<file path="src/core/adc_seq_params.svh">
// constants for the converter sequencer and watchdog
// assumes inclusion by bare name from core sources
`ifndef ADC_SEQ_PARAMS_SVH
`define ADC_SEQ_PARAMS_SVH
`define RES_W 12
`define CH_W 5
`define CH_COUNT 19
`define EXT_CH_COUNT 16
`define THERMAL_CH 5'h10
`define BANDGAP_CH 5'h11
`define BATTERY_CH 5'h12
`define TRIM_W 16
`define TRIM_THERMAL_LOW_ADDR 32'h1FFFF7B8
`define TRIM_BANDGAP_ADDR 32'h1FFFF7BA
`define TRIM_THERMAL_HIGH_ADDR 32'h1FFFF7C2
`define BUF_DEPTH 2
`define BUF_PTR_W 1
`define CH_ZERO 5'h00
`define RES_ZERO 12'h000
`define MASK_ZERO 19'h00000
`define MASK_ONE 19'h00001
`define TRIM_ZERO 16'h0000
`endif

</file>
<file path="src/core/adc_seq_pkg.sv">
// types shared by the converter sequencer files
// assumes adc_seq_params.svh is on the include path
`default_nettype none
`include "adc_seq_params.svh"
package adc_seq_pkg;
   typedef logic [`RES_W-1:0] code_t;
   typedef logic [`CH_W-1:0] chan_t;
   typedef logic [`CH_COUNT-1:0] chmask_t;
   // one finished result with its channel
   typedef struct packed {
      chan_t chan;
      code_t code;
      logic last;
   } result_t;
   typedef enum logic [1:0] {
      WDG_OFF = 2'b00,
      WDG_SINGLE = 2'b01,
      WDG_SUBSET = 2'b10,
      WDG_ALL = 2'b11
   } wdg_mode_t;
   typedef enum logic [1:0] {
      SEQ_IDLE = 2'b00,
      SEQ_CONV = 2'b01,
      SEQ_PUSH = 2'b10
   } seq_state_t;
endpackage
`default_nettype wire

</file>
<file path="src/core/result_buffer.sv">
// two-entry result buffer between sequencer and dma request
// assumes one clock, synchronous active-high reset
`timescale 1ns/1ns
`default_nettype none
`include "adc_seq_params.svh"
module result_buffer (
   // clock and reset
   input wire logic ref_clk_i,
   input wire logic reset_i,
   // fill side
   input wire logic in_valid_i,
   output logic in_ready_o,
   input wire adc_seq_pkg::result_t in_data_i,
   // drain side
   output logic out_valid_o,
   input wire logic out_ready_i,
   output adc_seq_pkg::result_t out_data_o
);
   import adc_seq_pkg::*;
   result_t mem_reg [`BUF_DEPTH];
   logic [`BUF_PTR_W-1:0] wr_ptr_reg;
   logic [`BUF_PTR_W-1:0] rd_ptr_reg;
   logic [`BUF_PTR_W:0] count_reg;
   logic push;
   logic pop;

   // accept while fewer than two entries are held
   assign in_ready_o = (count_reg < 2'(`BUF_DEPTH));
   assign out_valid_o = (count_reg != 2'h0);
   assign push = in_valid_i && in_ready_o;
   assign pop = out_valid_o && out_ready_i;

   // storage has no reset; contents gated by count
   always_ff @(posedge ref_clk_i) begin
      if (push) begin
         mem_reg[wr_ptr_reg] <= in_data_i;
      end
   end

   // read data registered from the head entry
   always_ff @(posedge ref_clk_i) begin
      if (reset_i) begin
         out_data_o <= '0;
      end else begin
         out_data_o <= mem_reg[rd_ptr_reg];
         if (pop) begin
            out_data_o <= mem_reg[rd_ptr_reg + 1'b1];
         end
         if (push && (count_reg == 2'h0 || (count_reg == 2'h1 && pop))) begin
            out_data_o <= in_data_i;
         end
      end
   end

   // pointers and occupancy
   always_ff @(posedge ref_clk_i) begin
      if (reset_i) begin
         wr_ptr_reg <= 1'b0;
         rd_ptr_reg <= 1'b0;
         count_reg <= 2'h0;
      end else begin
         if (push) begin
            wr_ptr_reg <= wr_ptr_reg + 1'b1;
         end
         if (pop) begin
            rd_ptr_reg <= rd_ptr_reg + 1'b1;
         end
         count_reg <= count_reg + 2'(push) - 2'(pop);
      end
   end
endmodule
`default_nettype wire

</file>
<file path="src/core/adc_sequencer_watchdog.sv">
// sequencer, channel map, dma hand-off and analog watchdog
// assumes the analog core answers each start with one done, held until accepted
`timescale 1ns/1ns
`default_nettype none
`include "adc_seq_params.svh"
// Function
// - results are 12-bit unsigned codes
// - sixteen external plus three internal channels
// - single-shot and scan modes
// - scan converts whole group automatically
// - dma request per result, dma collects
// - watchdog on one, subset, all channels
// - interrupt when result outside window
// - channel 16 is thermal sensor
// - channel 17 is bandgap reference
// - channel 18 is halved battery voltage
// - thermal trims held read-only at addresses
// - bandgap trim held read-only at address
module adc_sequencer_watchdog (
   // clock and reset
   input wire logic ref_clk_i,
   input wire logic reset_i,
   // software configuration
   input wire logic scan_mode_i,
   input wire adc_seq_pkg::chmask_t group_mask_i,
   input wire adc_seq_pkg::chan_t single_chan_i,
   input wire logic trigger_i,
   // watchdog configuration
   input wire adc_seq_pkg::wdg_mode_t wdg_mode_i,
   input wire adc_seq_pkg::chan_t wdg_chan_i,
   input wire adc_seq_pkg::chmask_t wdg_mask_i,
   input wire adc_seq_pkg::code_t wdg_low_i,
   input wire adc_seq_pkg::code_t wdg_high_i,
   // analog core
   output logic conv_start_o,
   output adc_seq_pkg::chan_t conv_chan_o,
   input wire logic conv_done_i,
   input wire adc_seq_pkg::code_t conv_code_i,
   // analog mux selects toward internal sources
   output logic thermal_channel_sel_o,
   output logic bandgap_channel_sel_o,
   output logic battery_channel_sel_o,
   // dma side
   output logic dma_req_o,
   input wire logic dma_ack_i,
   output adc_seq_pkg::result_t dma_data_o,
   // events
   output logic eoc_o,
   output logic eos_o,
   output logic wdg_irq_o,
   output logic busy_o,
   // factory trim read port
   input wire logic [31:0] trim_addr_i,
   output logic [`TRIM_W-1:0] trim_data_o
);
   import adc_seq_pkg::*;

   parameter logic [`TRIM_W-1:0] THERMAL_TRIM_LOW = 16'h0000; // arbitrary factory value
   parameter logic [`TRIM_W-1:0] THERMAL_TRIM_HIGH = 16'h0000; // arbitrary factory value
   parameter logic [`TRIM_W-1:0] BANDGAP_TRIM = 16'h0000; // arbitrary factory value

   ////////////////////////////////////////////////////////////////////
   seq_state_t state_reg;
   chan_t chan_reg;
   chmask_t pending_reg;
   logic last_reg;
   logic buf_in_valid;
   logic buf_in_ready;
   result_t buf_in;
   chmask_t remaining;
   chan_t next_chan;
   logic next_found;
   logic [`CH_COUNT-1:0] lower_set;

   // priority pick of lowest pending channel, one generate loop
   genvar gi;
   generate
      for (gi = 0; gi < `CH_COUNT; gi++) begin : g_pick
         if (gi == 0) begin : g_first
            assign lower_set[gi] = 1'b0;
         end else begin : g_rest
            assign lower_set[gi] = lower_set[gi-1] | remaining[gi-1];
         end
      end
   endgenerate

   // encode the first pending channel
   always_comb begin
      next_chan = `CH_ZERO;
      next_found = 1'b0;
      for (int i = 0; i < `CH_COUNT; i++) begin
         if (remaining[i] && !lower_set[i]) begin
            next_chan = `CH_W'(i);
            next_found = 1'b1;
         end
      end
   end

   // channels still to convert after the current one
   assign remaining = pending_reg;

   ////////////////////////////////////////////////////////////////////
   // sequencer state; a full buffer stalls the next start
   always_ff @(posedge ref_clk_i) begin
      if (reset_i) begin
         state_reg <= SEQ_IDLE;
         chan_reg <= `CH_ZERO;
         pending_reg <= `MASK_ZERO;
         last_reg <= 1'b0;
      end else begin
         case (state_reg)
            SEQ_IDLE: begin
               if (trigger_i) begin
                  if (scan_mode_i) begin
                     // whole group queued at once, no software between
                     pending_reg <= group_mask_i;
                     if (group_mask_i != `MASK_ZERO) begin
                        state_reg <= SEQ_PUSH;
                        last_reg <= 1'b0;
                     end
                  end else if (single_chan_i < `CH_W'(`CH_COUNT)) begin
                     chan_reg <= single_chan_i; // single-shot
                     last_reg <= 1'b1;
                     pending_reg <= `MASK_ZERO;
                     state_reg <= SEQ_CONV;
                  end
               end
            end
            SEQ_PUSH: begin
               // pick the next group member
               if (next_found) begin
                  chan_reg <= next_chan;
                  pending_reg[next_chan] <= 1'b0;
                  last_reg <= ((remaining & ~(`MASK_ONE << next_chan)) == `MASK_ZERO);
                  state_reg <= SEQ_CONV;
               end else begin
                  state_reg <= SEQ_IDLE;
               end
            end
            SEQ_CONV: begin
               // the analog core holds done, so a full buffer simply waits
               if (conv_done_i && buf_in_ready) begin
                  state_reg <= last_reg ? SEQ_IDLE : SEQ_PUSH;
               end
            end
            default: state_reg <= SEQ_IDLE;
         endcase
      end
   end

   // start pulse on entry to conversion
   logic started_reg;
   always_ff @(posedge ref_clk_i) begin
      if (reset_i) begin
         started_reg <= 1'b0;
      end else begin
         started_reg <= (state_reg == SEQ_CONV) && !(conv_done_i && buf_in_ready);
      end
   end
   assign conv_start_o = (state_reg == SEQ_CONV) && !started_reg;
   assign conv_chan_o = chan_reg;
   assign busy_o = (state_reg != SEQ_IDLE);

   // internal source routing
   assign thermal_channel_sel_o = (chan_reg == `THERMAL_CH) && busy_o;
   assign bandgap_channel_sel_o = (chan_reg == `BANDGAP_CH) && busy_o;
   assign battery_channel_sel_o = (chan_reg == `BATTERY_CH) && busy_o;

   ////////////////////////////////////////////////////////////////////
   // result handed to the buffer; analog core holds done until ready
   assign buf_in_valid = (state_reg == SEQ_CONV) && conv_done_i;
   assign buf_in.chan = chan_reg;
   assign buf_in.code = conv_code_i; // 12-bit unsigned
   assign buf_in.last = last_reg;

   // per-result dma request through the buffer
   result_buffer u_buf (
      .ref_clk_i(ref_clk_i),
      .reset_i(reset_i),
      .in_valid_i(buf_in_valid),
      .in_ready_o(buf_in_ready),
      .in_data_i(buf_in),
      .out_valid_o(dma_req_o),
      .out_ready_i(dma_ack_i),
      .out_data_o(dma_data_o)
   );

   ////////////////////////////////////////////////////////////////////
   logic accepted;
   logic monitored;
   logic outside;
   assign accepted = buf_in_valid && buf_in_ready;

   // which channels the watchdog looks at
   always_comb begin
      case (wdg_mode_i)
         WDG_SINGLE: monitored = (chan_reg == wdg_chan_i);
         WDG_SUBSET: monitored = wdg_mask_i[chan_reg];
         WDG_ALL: monitored = 1'b1;
         default: monitored = 1'b0;
      endcase
   end

   // equal to a threshold counts as inside
   assign outside = (conv_code_i < wdg_low_i) || (conv_code_i > wdg_high_i);

   // registered event pulses
   always_ff @(posedge ref_clk_i) begin
      if (reset_i) begin
         eoc_o <= 1'b0;
         eos_o <= 1'b0;
         wdg_irq_o <= 1'b0;
      end else begin
         eoc_o <= accepted;
         eos_o <= accepted && last_reg;
         wdg_irq_o <= accepted && monitored && outside;
      end
   end

   ////////////////////////////////////////////////////////////////////
   // read-only factory trims, halfword per address
   always_ff @(posedge ref_clk_i) begin
      if (reset_i) begin
         trim_data_o <= `TRIM_ZERO;
      end else begin
         case (trim_addr_i)
            `TRIM_THERMAL_LOW_ADDR: trim_data_o <= THERMAL_TRIM_LOW;
            `TRIM_THERMAL_HIGH_ADDR: trim_data_o <= THERMAL_TRIM_HIGH;
            `TRIM_BANDGAP_ADDR: trim_data_o <= BANDGAP_TRIM;
            default: trim_data_o <= `TRIM_ZERO;
         endcase
      end
   end
endmodule
`default_nettype wire

</file>
<file path="config.mk">
export PLATFORM = sky130hd
export DESIGN_NAME = adc_sequencer_watchdog
export DESIGN_NICKNAME = d
export VERILOG_FILES = /design/src/core/adc_seq_pkg.sv /design/src/core/result_buffer.sv /design/src/core/adc_sequencer_watchdog.sv
export VERILOG_INCLUDE_DIRS = /design/src /design/src/core
export SDC_FILE = /design/constraint.sdc
export NUM_CORES = 1
export LEC_CHECK = 0
export ABC_AREA = 1
export BUFFER_PORTS_ARGS = -buffer_cell sky130_fd_sc_hd__buf_2
export CELL_PAD_IN_SITES_DETAIL_PLACEMENT = 1
export CELL_PAD_IN_SITES_GLOBAL_PLACEMENT = 2
export CORE_ASPECT_RATIO = 1.2
export CORE_UTILIZATION = 28
export DETAILED_ROUTE_END_ITERATION = 10
export GPL_ROUTABILITY_DRIVEN = 0
export PLACE_DENSITY_LB_ADDON = 0.1
export SLEW_MARGIN = 5
export SYNTH_ARGS = -nofsm -noshare
export SYNTH_HDL_FRONTEND = slang
export SYNTH_SLANG_ARGS = --single-unit
</file>
<file path="constraint.sdc">
create_clock -name ref_clk_i -period 3.4 [get_ports ref_clk_i]
set_input_delay 0.34 -clock ref_clk_i [delete_from_list [all_inputs] [get_ports ref_clk_i]]
set_output_delay 0.34 -clock ref_clk_i [all_outputs]
set_load 0.005 [all_outputs]
</file>
; Word level (Yosys, flattened, before mapping)
; Memory sizes are Yosys's and may differ from the RTL's. A register that Yosys moved wholly into a read port is not among the register bits.
; Index checks and enable logic that the tools add are counted.
[word_totals]
reg_bits = 53
ram_bits = 36
inputBits = 124
out_inout_bits = 48
wordCells = 203
n_memories = 1
[memory_table]
columns = name, depth, width, rd, rd_clocked_by_memory_dff, wr, line
row1 = u_buf.mem_reg, 2, 18, 2, 1, 1, result_buffer.sv:20  ; result_t mem_reg [`BUF_DEPTH];
[op_classes]
n_addsub = 4
n_lt_le_gt_ge = 7
eq_ne = 17
shifts = 1
n_mux = 72
bitwise = 21
reduce_logical = 66
[ops]
columns = cell, n
row1 = $mux 5, 20
row2 = $mux 19, 4
row3 = $and 19x19->19, 2
row4 = $not 19->19, 2
row5 = $pmux 19 s2, 1
row6 = $mux 18, 2
row7 = $logic_and 1x1->1, 33
row8 = $mux 1, 32
row9 = $logic_not 1->1, 20
row10 = $logic_not 19->1, 1
row11 = $reduce_bool 19->1, 1
row12 = $shl 1x5->19 const A, 1
row13 = $or 1x1->1, 17
row14 = $eq 5x5->1 const B, 3
row15 = $mux 2, 7
row16 = $gt 12x12->1, 1
row17 = $lt 12x12->1, 1
row18 = $lt 5x6->1 const B, 2
row19 = $ne 2x2->1 const B, 5
row20 = $pmux 5 s2, 1
row21 = $reduce_and 5->1, 2
row22 = $reduce_and 4->1, 2
row23 = $eq 2x1->1 const B, 3
row24 = $eq 2x2->1 const B, 3
row25 = other kinds (16), 22

; Logic depth before layout (Yosys ltp)
; Gate-level depths: netlist (run 1).
[logic_depth]
ltp_word = 28
ltp_mapped = 17
depth_no_buf = 16

; Cells and area by module
; A second synthesis (run 1) with hierarchy kept.
[unflattened]
hier_cells = 793
area_unflattened_um2 = 5664.2
[modules_own_cells]
columns = mod, n_inst, cells_per_inst, area_per_inst_um2, seq_area_each_um2
row1 = adc_sequencer_watchdog, 1, 470, 2972.9, 620.6
row2 = result_buffer, 1, 323, 2691.3, 1541.5

; Least setup slack after synthesis (run 1)
; No wires, ideal clock.
[synth_timing]
path_kind = reg2reg
from = register state_reg[0]
to = memory u_buf.mem_reg[1][0] in the netlist's numbering (enable)
setup_ns = 0.394
arrival_ns = 1.962
required_ns = 3.006
slack_ns = 1.044
stages_incl_launch_ff = 8
path_buffers = 1
period_less_slack_ns = 2.356
cell_sequence = dfxtp_1 inv_1 nor2_1 inv_1 nor3_1 inv_1 clkbuf_1 nor2_1
[synth_between]
elab_chain_len = 5
[synth_rtl]
columns = element, line
row1 = start: declaration, adc_sequencer_watchdog.sv:63  ; seq_state_t state_reg;
row2 = start signal: assignment, adc_sequencer_watchdog.sv:143  ; state_reg <= last_reg ? SEQ_IDLE : SEQ_PUSH;
row3 = $eq 2x1->1, adc_sequencer_watchdog.sv:171  ; assign buf_in_valid = (state_reg == SEQ_CONV) && conv_done_i;
row4 = $logic_and 1x1->1, adc_sequencer_watchdog.sv:171
row5 = $logic_and 1x1->1, -
row6 = net accepted, adc_sequencer_watchdog.sv:189  ; logic accepted;
row7 = $mux 1, result_buffer.sv:35  ; if (push) begin
row8 = $mux 1 (implied by the code), result_buffer.sv:36  ; mem_reg[wr_ptr_reg] <= in_data_i;
row9 = end: declaration, result_buffer.sv:20
; The timed path passes the listed nets, and every way through them passes these cells.

; Worst setup path after layout (run 1)
[layout_timing]
from = register pending_reg[3]
to = register chan_reg[4], in the netlist conv_chan_o[4]
[layout_between]
elab_chain_len = 20
word_cells_on_any_way = 81
classes_between = eq/ne (1) / mux (33) / bitwise (15) / reduce/logical (32)
[layout_rtl]
columns = element, line
row1 = start: declaration, adc_sequencer_watchdog.sv:65  ; chmask_t pending_reg;
row2 = start signal: assignment, adc_sequencer_watchdog.sv:108  ; pending_reg <= `MASK_ZERO;
row3 = start signal: assignment, adc_sequencer_watchdog.sv:116  ; pending_reg <= group_mask_i;
row4 = start signal: assignment, adc_sequencer_watchdog.sv:124  ; pending_reg <= `MASK_ZERO;
row5 = $or 1x1->1, adc_sequencer_watchdog.sv:82  ; assign lower_set[gi] = lower_set[gi-1] | remaining[gi-1];
row6 = $logic_not 1->1 or $or 1x1->1 (tied branches), "adc_sequencer_watchdog.sv:92, adc_sequencer_watchdog.sv:82"
row7 = "$logic_and 1x1->1, or another cell as far along", adc_sequencer_watchdog.sv:92  ; if (remaining[i] && !lower_set[i]) begin
row8 = "$mux 1, or another cell as far along (14 in series)", adc_sequencer_watchdog.sv:92
row9 = $mux 1 or $mux 5 (tied branches), adc_sequencer_watchdog.sv:92
row10 = $ne 2x2->1 (no source line) or $mux 5 (tied branches), -
row11 = $reduce_and 5->1 (no source line) or $pmux 5 s2 (tied branches), -
row12 = end signal: assignment, adc_sequencer_watchdog.sv:107  ; chan_reg <= `CH_ZERO;
row13 = end signal: assignment, adc_sequencer_watchdog.sv:122  ; chan_reg <= single_chan_i;
row14 = end signal: assignment, adc_sequencer_watchdog.sv:132  ; chan_reg <= next_chan;
row15 = end: declaration, adc_sequencer_watchdog.sv:64  ; chan_t chan_reg;
; Several ways; a longest one is shown, not always the timed one. The select of a mux whose other input is x is not followed.
; A chain may end at the register's enable or synchronous reset.

==> results of run 1 <==
## layout make-up
class / count / area, um2
fillers: 2291 / 11910
multi-input cells: 478 / 2542
flip-flops and latches: 90 / 2162
repair buffers: 135 / 705.7
inverters: 83 / 311.5
well taps: 224 / 280.3
clock buffers: 12 / 246.5
clock inverters: 4 / 20.02
## logic make-up after synthesis
| kind of cell | after synthesis | synth area share (%) |
|---|---|---|
| compound gates | 104 | 12.33 |
| xor+xnor | 3 | 0.5050 |
| other cells | 1 | 0.07206 |
| simple gates | 324 | 27.46 |
| mux | 6 | 1.298 |
| fa+ha+maj | 25 | 6.011 |
| flops | 90 | 41.55 |
| buf+inv | 125 | 10.77 |
## worst max-delay path, cell delays in order, from the launching register on
cell,delay [ps]
dfxtp_1,350
nor2_1,190
nand3_2,150
nor2_4,150
nand4_2,130
nor2_2,200
nand4_2,170
nor2_4,160
nand4_2,120
nor2_2,190
nand3_1,90
nand2_1,220
inv_1,150
o21ai_0,210
a21oi_1,60
## cell usage in the layout, fill, tap and decap left out, drive strengths merged, types with 2 or more instances in the layout
master	count
a31oi	8
o41ai	2
nand4	13
nor4	4
edfxtp	36
nor3	55
clkinv	5
buf	135
a221oi	7
dfxtp	54
nand2	133
xor2	2
inv	82
o21ai	25
o211ai	3
o2111ai	2
mux2	6
conb	16
ha	25
clkbuf	12
a211oi	11
a21oi	40
nand3	21
nor2	97
## path summary, 6_finish.rpt
check / end / slack, ps / depth (start not counted) / from
min: u_buf.mem_reg[0][1] / 220 / 1 / conv_code_i[0]
max reg2reg: conv_chan_o[4] / 750 / 14 / pending_reg[3]
min reg2reg: pending_reg[18] / 490 / 2 / pending_reg[18]
max: conv_chan_o[4] / 750 / 14 / pending_reg[3]
## metrics by stage
step	instance area [um2]	util [%]	hold slack [ps]	worst slack (ps)
floorplan	5260	-	438.9	1044
global placement	6002	33.02	475.7	739.7
detailed placement	6002	33.02	478.1	720.5
CTS	6269	34.49	210.9	678.4
global route	6269	34.49	210.5	417.5
finish	6269	34.49	218.6	750.4
## routing by layer
| layer | routed length (um) | track usage (%) |
|---|---|---|
| met1 | 6895 | 19.58 |
| met5 | 0 | 0 |
| met2 | 9090 | 36.93 |
| met4 | 175 | 5.241 |
| met3 | 484 | 2.225 |
## power breakdown
part | switching, mW | leakage, nW | total, mW | internal [mW]
Sequential | 0.107 | 0.773 | 1.38 | 1.27
Clock | 0.417 | 0.136 | 0.928 | 0.511
Combinational | 0.723 | 2.00 | 1.14 | 0.421
Total | 1.25 | 2.91 | 3.45 | 2.20
## Yosys cell counts, types with 2 or more instances
cell,n
a211oi_1,11
a21oi_1,36
a21oi_2,4
a221oi_1,7
a31oi_1,8
buf_1,2
buf_4,16
buf_6,2
clkbuf_1,21
dfxtp_1,54
edfxtp_1,36
ha_1,25
inv_1,82
mux2_2,6
nand2_1,130
nand3_1,20
nand4_1,10
nand4_2,3
nor2_1,92
nor2_2,3
nor2_4,2
nor3_1,55
nor4_1,4
o2111ai_1,2
o211ai_1,3
o21ai_0,25
o41ai_1,2
xor2_1,2
==> impl_metrics.env, run 1 <==
export IMPL_num_vias=4884
export IMPL_status="completed"
export IMPL_dp_cells=1010
export IMPL_hold_viol_final=0
export IMPL_cp_max_fo=6
export IMPL_ys_seq_area_share_pct=41.55
export IMPL_worst_slew_pin_slew_ps=890.9
export IMPL_powerDensity_mw_per_mm2=550.5
export IMPL_dpl_hpwl_um=12930
export IMPL_power_mw=3.451
export IMPL_rsz0062_at_grt="false"
export IMPL_cts_root_buf="clkbuf_16"
export IMPL_fin_nets=946
export IMPL_slew_violations=0
export IMPL_final_min_period_over_clock_period_pct=77.93
export IMPL_clk_transition_reported_paths_ps=60
export IMPL_ant_nets=0
export IMPL_ys_ff_latch=90
export IMPL_grt_pass1_vias=5259
export IMPL_start_util_pct=28.63
export IMPL_antenna_found_initial=0
export IMPL_wl_per_cell_um=16.22
export IMPL_drt_pass1_iter_count=4
export IMPL_synth_top_area_cell="dfxtp_1"
export IMPL_clock_path_buffers=2
export IMPL_htreeDepth=3
export IMPL_grt_pass1_wl_um=26790
export IMPL_maxCapViolations=0
export IMPL_synth_edf_count=36
export IMPL_avgSynthCellArea_um2=7.675
export IMPL_clock_sinks=90
export IMPL_power_leakage_nw=2.908
export IMPL_synthFlopType="dfxtp_1"
export IMPL_boundaryPins=172
export IMPL_drc=0
export IMPL_dieArea_mm2=0.01914
export IMPL_fp_dieH_um=151.3
export IMPL_start_kind="register"
export IMPL_synth_distinct_cells=43
export IMPL_grt_max_degree=35
export IMPL_std_cell_rows=54
export IMPL_async_flop_share_pct=0
export IMPL_cts_resized_gates=0
export IMPL_synthTopCellsByArea="dfxtp_1, edfxtp_1, nand2_1, nor2_1, ha_1"
export IMPL_finClkSkew_ps=11.16
export IMPL_cts_buffers=9
export IMPL_wirelength_um=16650
export IMPL_drive_above_1_share_pct=21.70
export IMPL_min_path_type="in2reg"
export IMPL_setup_viol=0
export IMPL_cp_arrival_ps=2880
export IMPL_layout_min_cycle_time_ps=2650
export IMPL_grt_overflow=0
export IMPL_core_area_mm2=0.01817
export IMPL_die_x_um=126.5
export IMPL_cts_hold_buf=0
export IMPL_synthCells=678
export IMPL_antenna_cells=0
export IMPL_crit_type="reg2reg"
export IMPL_tritoncts="built"
export IMPL_drt_vias_per_instance=4.760
export IMPL_areaGrowthSynthToFinish_pct=20.46
export IMPL_worstPathRequired_ps=3630
export IMPL_end_kind="register"
export IMPL_max_freq_mhz=377.4
export IMPL_irDropWorstVdd_v=0.0002174
export IMPL_max_slew_margin_pct=40.54
export IMPL_syn_area_mm2=0.005204
export IMPL_clk_latency_ps=350
export IMPL_io_buffers=123
export IMPL_yosysWarnings=0
export IMPL_drt_iter0_drc=160
export IMPL_largest_reg_flops=36
export IMPL_layout_cells_non_filler=1026
export IMPL_grt_total_usage_pct=18.24
export IMPL_synth_top_cell_area_share_pct=20.77
export IMPL_finalSetupTns_ps=0
export IMPL_cts_setup_buffers=0
(Power assumes the default switching activity.)
==> run 2, diff against run 1 <==
Clock period 3.4 ns to 2.7 ns, I/O delays scaled along.
==> impl_metrics.env, run 2 (synthesis results as in run 1) <==
export IMPL_fp_dieH_um=151.3
export IMPL_antenna_found_initial=0
export IMPL_drt_vias_per_instance=4.841
export IMPL_grt_total_usage_pct=19.02
export IMPL_tritoncts="built"
export IMPL_dpl_hpwl_um=13470
export IMPL_power_leakage_nw=2.981
export IMPL_grt_pass1_vias=5375
export IMPL_start_kind="register"
export IMPL_status="completed"
export IMPL_clock_sinks=90
export IMPL_worstRegToRegCells=16
export IMPL_core_area_mm2=0.01817
export IMPL_fin_worst_hold_slack_ps=151.3
export IMPL_cts_buffers=9
export IMPL_die_x_um=126.5
export IMPL_clock_path_buffers=2
export IMPL_cts_hold_buf=0
export IMPL_setup_viol=0
export IMPL_drive_above_1_share_pct=22.63
export IMPL_crit_type="reg2reg"
export IMPL_fillers=2265
export IMPL_cts_setup_buffers=0
export IMPL_critical_path_startpoint="pending_reg[3]"
export IMPL_irDropWorstVdd_v=0.0003048
export IMPL_io_buffers=123
export IMPL_maxCapViolations=0
export IMPL_finClkSkew_ps=7.874
export IMPL_cts_resized_gates=0
export IMPL_cts_root_buf="clkbuf_16"
export IMPL_min_path_cells=1
export IMPL_start_util_pct=28.63
export IMPL_drt_iter0_drc=176
export IMPL_finalSetupTns_ps=0
export IMPL_std_cell_rows=54
export IMPL_dieArea_mm2=0.01914
export IMPL_layout_commonest_cell="nand2_1"
export IMPL_clk_transition_reported_paths_ps=60
export IMPL_hold_viol_final=0
export IMPL_rr_startpoint="pending_reg[3]"
export IMPL_slew_violations=0
export IMPL_grt_pass1_wl_um=27840
export IMPL_boundaryPins=172
export IMPL_htreeDepth=3
export IMPL_min_path_type="in2reg"
export IMPL_num_vias=5020
export IMPL_areaGrowthSynthToFinish_pct=23.23
export IMPL_layout_min_cycle_time_ps=2465
export IMPL_drt_pass1_iter_count=4
export IMPL_wirelength_um=17300
export IMPL_end_kind="register"
export IMPL_max_slew_margin_pct=60.23
export IMPL_largest_reg_flops=36
export IMPL_holdCritStartpoint="conv_code_i[0]"
export IMPL_rsz0062_at_grt="false"
export IMPL_final_min_period_over_clock_period_pct=91.29
export IMPL_antenna_cells=0
export IMPL_cp_max_fo=17
export IMPL_wl_per_cell_um=16.68
export IMPL_drc=0
export IMPL_grt_max_degree=35
export IMPL_worstPathRequired_ps=2940
export IMPL_grt_overflow=0
export IMPL_fin_nets=957
export IMPL_mostFrequentLayoutCells="nand2_1, buf_2, nor2_1"
export IMPL_clk_latency_ps=350
export IMPL_cp_arrival_ps=2710
export IMPL_powerDensity_mw_per_mm2=717.7
export IMPL_max_freq_mhz=405.7
export IMPL_ant_nets=0
export IMPL_worst_slew_pin_slew_ps=595.9
[run 2: cell count changes in the layout (fill, tap and decap cells not counted), sizes merged]
| cell | delta |
|---|---|
| buf | +10 |
| bufinv | +2 |
| clkbuf | -2 |
| nand2 | +1 |
[run 2: path summary, 6_finish.rpt]
| check | to | slack, ps |
|---|---|---|
| min | u_buf.mem_reg[1][1] | 150 |
| min reg2reg | u_buf.count_reg[1] | 500 |
| max reg2reg | pending_reg[3] | 240 |
| max | pending_reg[3] | 240 |
[run 2: metrics by stage]
step,utilization (%),power [mW],setup WS (ps),cells,cell area [um2]
final,35.28,4.602,235.1,1037,6412
after global routing,35.28,4.931,4.529,1037,6412
after CTS,35.14,4.666,125.6,1036,6387
after detailed placement,33.44,3.291,142.7,1020,6077
after global placement,33.44,3.240,169.5,1020,6077
after floorplan,-,2.718,344.2,693,5260
[run 2: area by class of cell]
type	count	area (um2)	share of cell area, %
multi-input combinational	479	2567	40.04
sequential	90	2162	33.72
timing repair buffer	145	780.7	12.18
inverter	83	311.5	4.859
tap	224	280.3	4.371
clock buffer	10	229.0	3.571
clock inverter	6	81.33	1.268
[run 2: power breakdown]
group          leakage [nW]  switching (mW)  internal (mW)
Sequential            0.773           0.134           1.60
Combinational          2.06           0.952          0.566
Clock                 0.152           0.543          0.805
Total                  2.98            1.63           2.97
[run 2: worst max-delay path, stage by stage (launching register included)]
cell,delay [ps]
dfxtp_1,350
nor2_1,170
nand3_2,150
nor2_4,120
nand4_2,130
nor2_2,160
nand4_2,150
nor2_4,160
nand4_2,110
nor2_2,180
nand2_1,90
nand2_2,80
nand2_4,120
nand2_8,180
nand2_1,80
nand2_1,60
nor2_1,60
[run 2: layer usage]
metal	up-vias	GRT usage [%]	share of wire (%)
met5	-	0	0
met4	0	5.181	1.1
met3	12	3.391	3.3
met2	99	38.01	55
met1	2394	20.25	41
li1	2515	-	-
==> run 3, diff against run 2 <==
Settings changed: CORE_MARGIN from default to 2.
==> impl_metrics.env, run 3 (synthesis results as in run 1) <==
export IMPL_final_min_period_over_clock_period_pct=89.38
export IMPL_crit_type="reg2reg"
export IMPL_mostFrequentLayoutCells="nand2_1, buf_2, nor2_1"
export IMPL_drc=0
export IMPL_grt_overflow=0
export IMPL_place_area_mm2=0.006072
export IMPL_irDropWorstVdd_v=0.0002778
export IMPL_final_design_area_no_fill_mm2=0.006496
export IMPL_drt_pass1_iter_count=4
export IMPL_areaGrowthSynthToFinish_pct=24.84
export IMPL_largest_reg_flops=36
export IMPL_layout_cells_non_filler=1040
export IMPL_end_kind="register"
export IMPL_std_cell_rows=54
export IMPL_grt_pass1_vias=5341
export IMPL_drt_vias_per_instance=4.871
export IMPL_core_area_mm2=0.01817
export IMPL_power_leakage_nw=3.001
export IMPL_worstPathRequired_ps=2940
export IMPL_num_vias=5066
export IMPL_max_freq_mhz=414.4
export IMPL_setup_viol=0
export IMPL_layout_min_cycle_time_ps=2413
export IMPL_critical_path_startpoint="pending_reg[3]"
export IMPL_fp_dieH_um=153.3
export IMPL_use_met3_pct=1.925
export IMPL_grt_max_degree=35
export IMPL_reg2reg_slack_ps=290
export IMPL_dp_cells=1019
export IMPL_fin_worst_hold_slack_ps=146.1
export IMPL_clk_transition_reported_paths_ps=60
export IMPL_start_kind="register"
export IMPL_grt_use_met2_pct=33.56
export IMPL_finalWorstSetupSlack_ps=286.7
export IMPL_antenna_cells=0
export IMPL_hold_viol_final=0
export IMPL_worstSetupEndpoint="pending_reg[2]"
export IMPL_grt_use_met1_pct=20.17
export IMPL_grt_pass1_wl_um=27230
export IMPL_powerDensity_mw_per_mm2=722.8
export IMPL_fillers=2248
export IMPL_layout_commonest_cell="nand2_1"
export IMPL_clock_path_buffers=2
export IMPL_grt_busiest_layer="met2"
export IMPL_boundaryPins=172
export IMPL_post_route_util_pct=35.74
export IMPL_clk_latency_ps=360
export IMPL_min_path_cells=1
export IMPL_wl_per_cell_um=16.97
export IMPL_drt_iter0_drc=157
export IMPL_pre_cts_slack_ps=65.04
export IMPL_cp_max_fo=10
export IMPL_ant_nets=0
export IMPL_cts_root_buf="clkbuf_16"
export IMPL_worst_slew_pin_slew_ps=590.3
export IMPL_htreeDepth=3
export IMPL_max_slew_margin_pct=60.60
export IMPL_slew_violations=0
export IMPL_rr_endpoint="pending_reg[2]"
export IMPL_tritoncts="built"
export IMPL_wirelength_um=17650
export IMPL_cts_hold_buf=0
export IMPL_maxCapViolations=0
export IMPL_finClkSkew_ps=13.03
export IMPL_start_util_pct=28.63
export IMPL_cp_arrival_ps=2660
export IMPL_fin_nets=960
export IMPL_die_x_um=128.5
export IMPL_rsz0062_at_grt="false"
export IMPL_grt_total_usage_pct=17.72
export IMPL_finalSetupTns_ps=0
export IMPL_min_path_type="in2reg"
export IMPL_dpl_hpwl_um=13400
export IMPL_clock_sinks=90
export IMPL_drive_above_1_share_pct=23.41
export IMPL_dieArea_mm2=0.01970
export IMPL_worstRegToRegCells=16
export IMPL_antenna_found_initial=0
export IMPL_io_buffers=123
export IMPL_cts_buffers=9
export IMPL_rr_startpoint="pending_reg[3]"
export IMPL_status="completed"
export IMPL_power_mw=4.695
==> run 3: cell count changes in the layout (fill, tap and decap cells not counted), sizes merged <==
cell	previous run	this run
nand2	134	137
clkinv	5	3
clkinvlp	0	1
inv	82	83
==> run 3: cell type report <==
class	count	area, um2	area share (%)
clock buffers	10	229.0	3.525
clock inverters	6	90.09	1.387
inverters	83	311.5	4.796
multi-input cells	482	2643	40.68
flip-flops and latches	90	2162	33.28
well taps	224	280.3	4.314
repair buffers	145	780.7	12.02
==> run 3: worst min path at each step <==
stage	start	end
after floorplan	conv_code_i[9]	u_buf.mem_reg[0][10]
after global placement	last_reg	u_buf.mem_reg[1][0]
after detailed placement	last_reg	u_buf.mem_reg[1][0]
after CTS	conv_code_i[0]	u_buf.mem_reg[0][1]
after global routing	conv_code_i[0]	u_buf.mem_reg[0][1]
final	conv_code_i[0]	u_buf.mem_reg[0][1]
==> run 3: critical path, cell delays in order (launching register included) <==
cell     delay (ps)
dfxtp_1         350
nor2_2          140
nand3_2         130
nor2_4          140
nand4_4         110
nor2_4          170
nand4_2         150
nor2_4          160
nand4_2         140
nor2_4          150
nand2_1          80
nand2_2         100
nand2_8         130
nand2_4         160
nand2_1          60
nand2_1          50
nor2_1           50
==> run 3: report_power, final <==
part,internal (mW),switching [mW]
registers,1.60,0.134
clock network,0.815,0.566
logic,0.586,0.993
total,3.00,1.69
==> run 3: what timing repair did <==
action                     CTS  global route
setup endpoints to repair    0            25
buffers inserted             0             1
gates resized for setup      0             8
==> run 3: routing by layer <==
layer	part of all wire [%]	wire length [um]	vias to the layer above
met5	0	0	-
met4	2.0	356	0
met3	3.0	522	20
met2	54	9566	110
met1	41	7199	2409
li1	-	-	2527
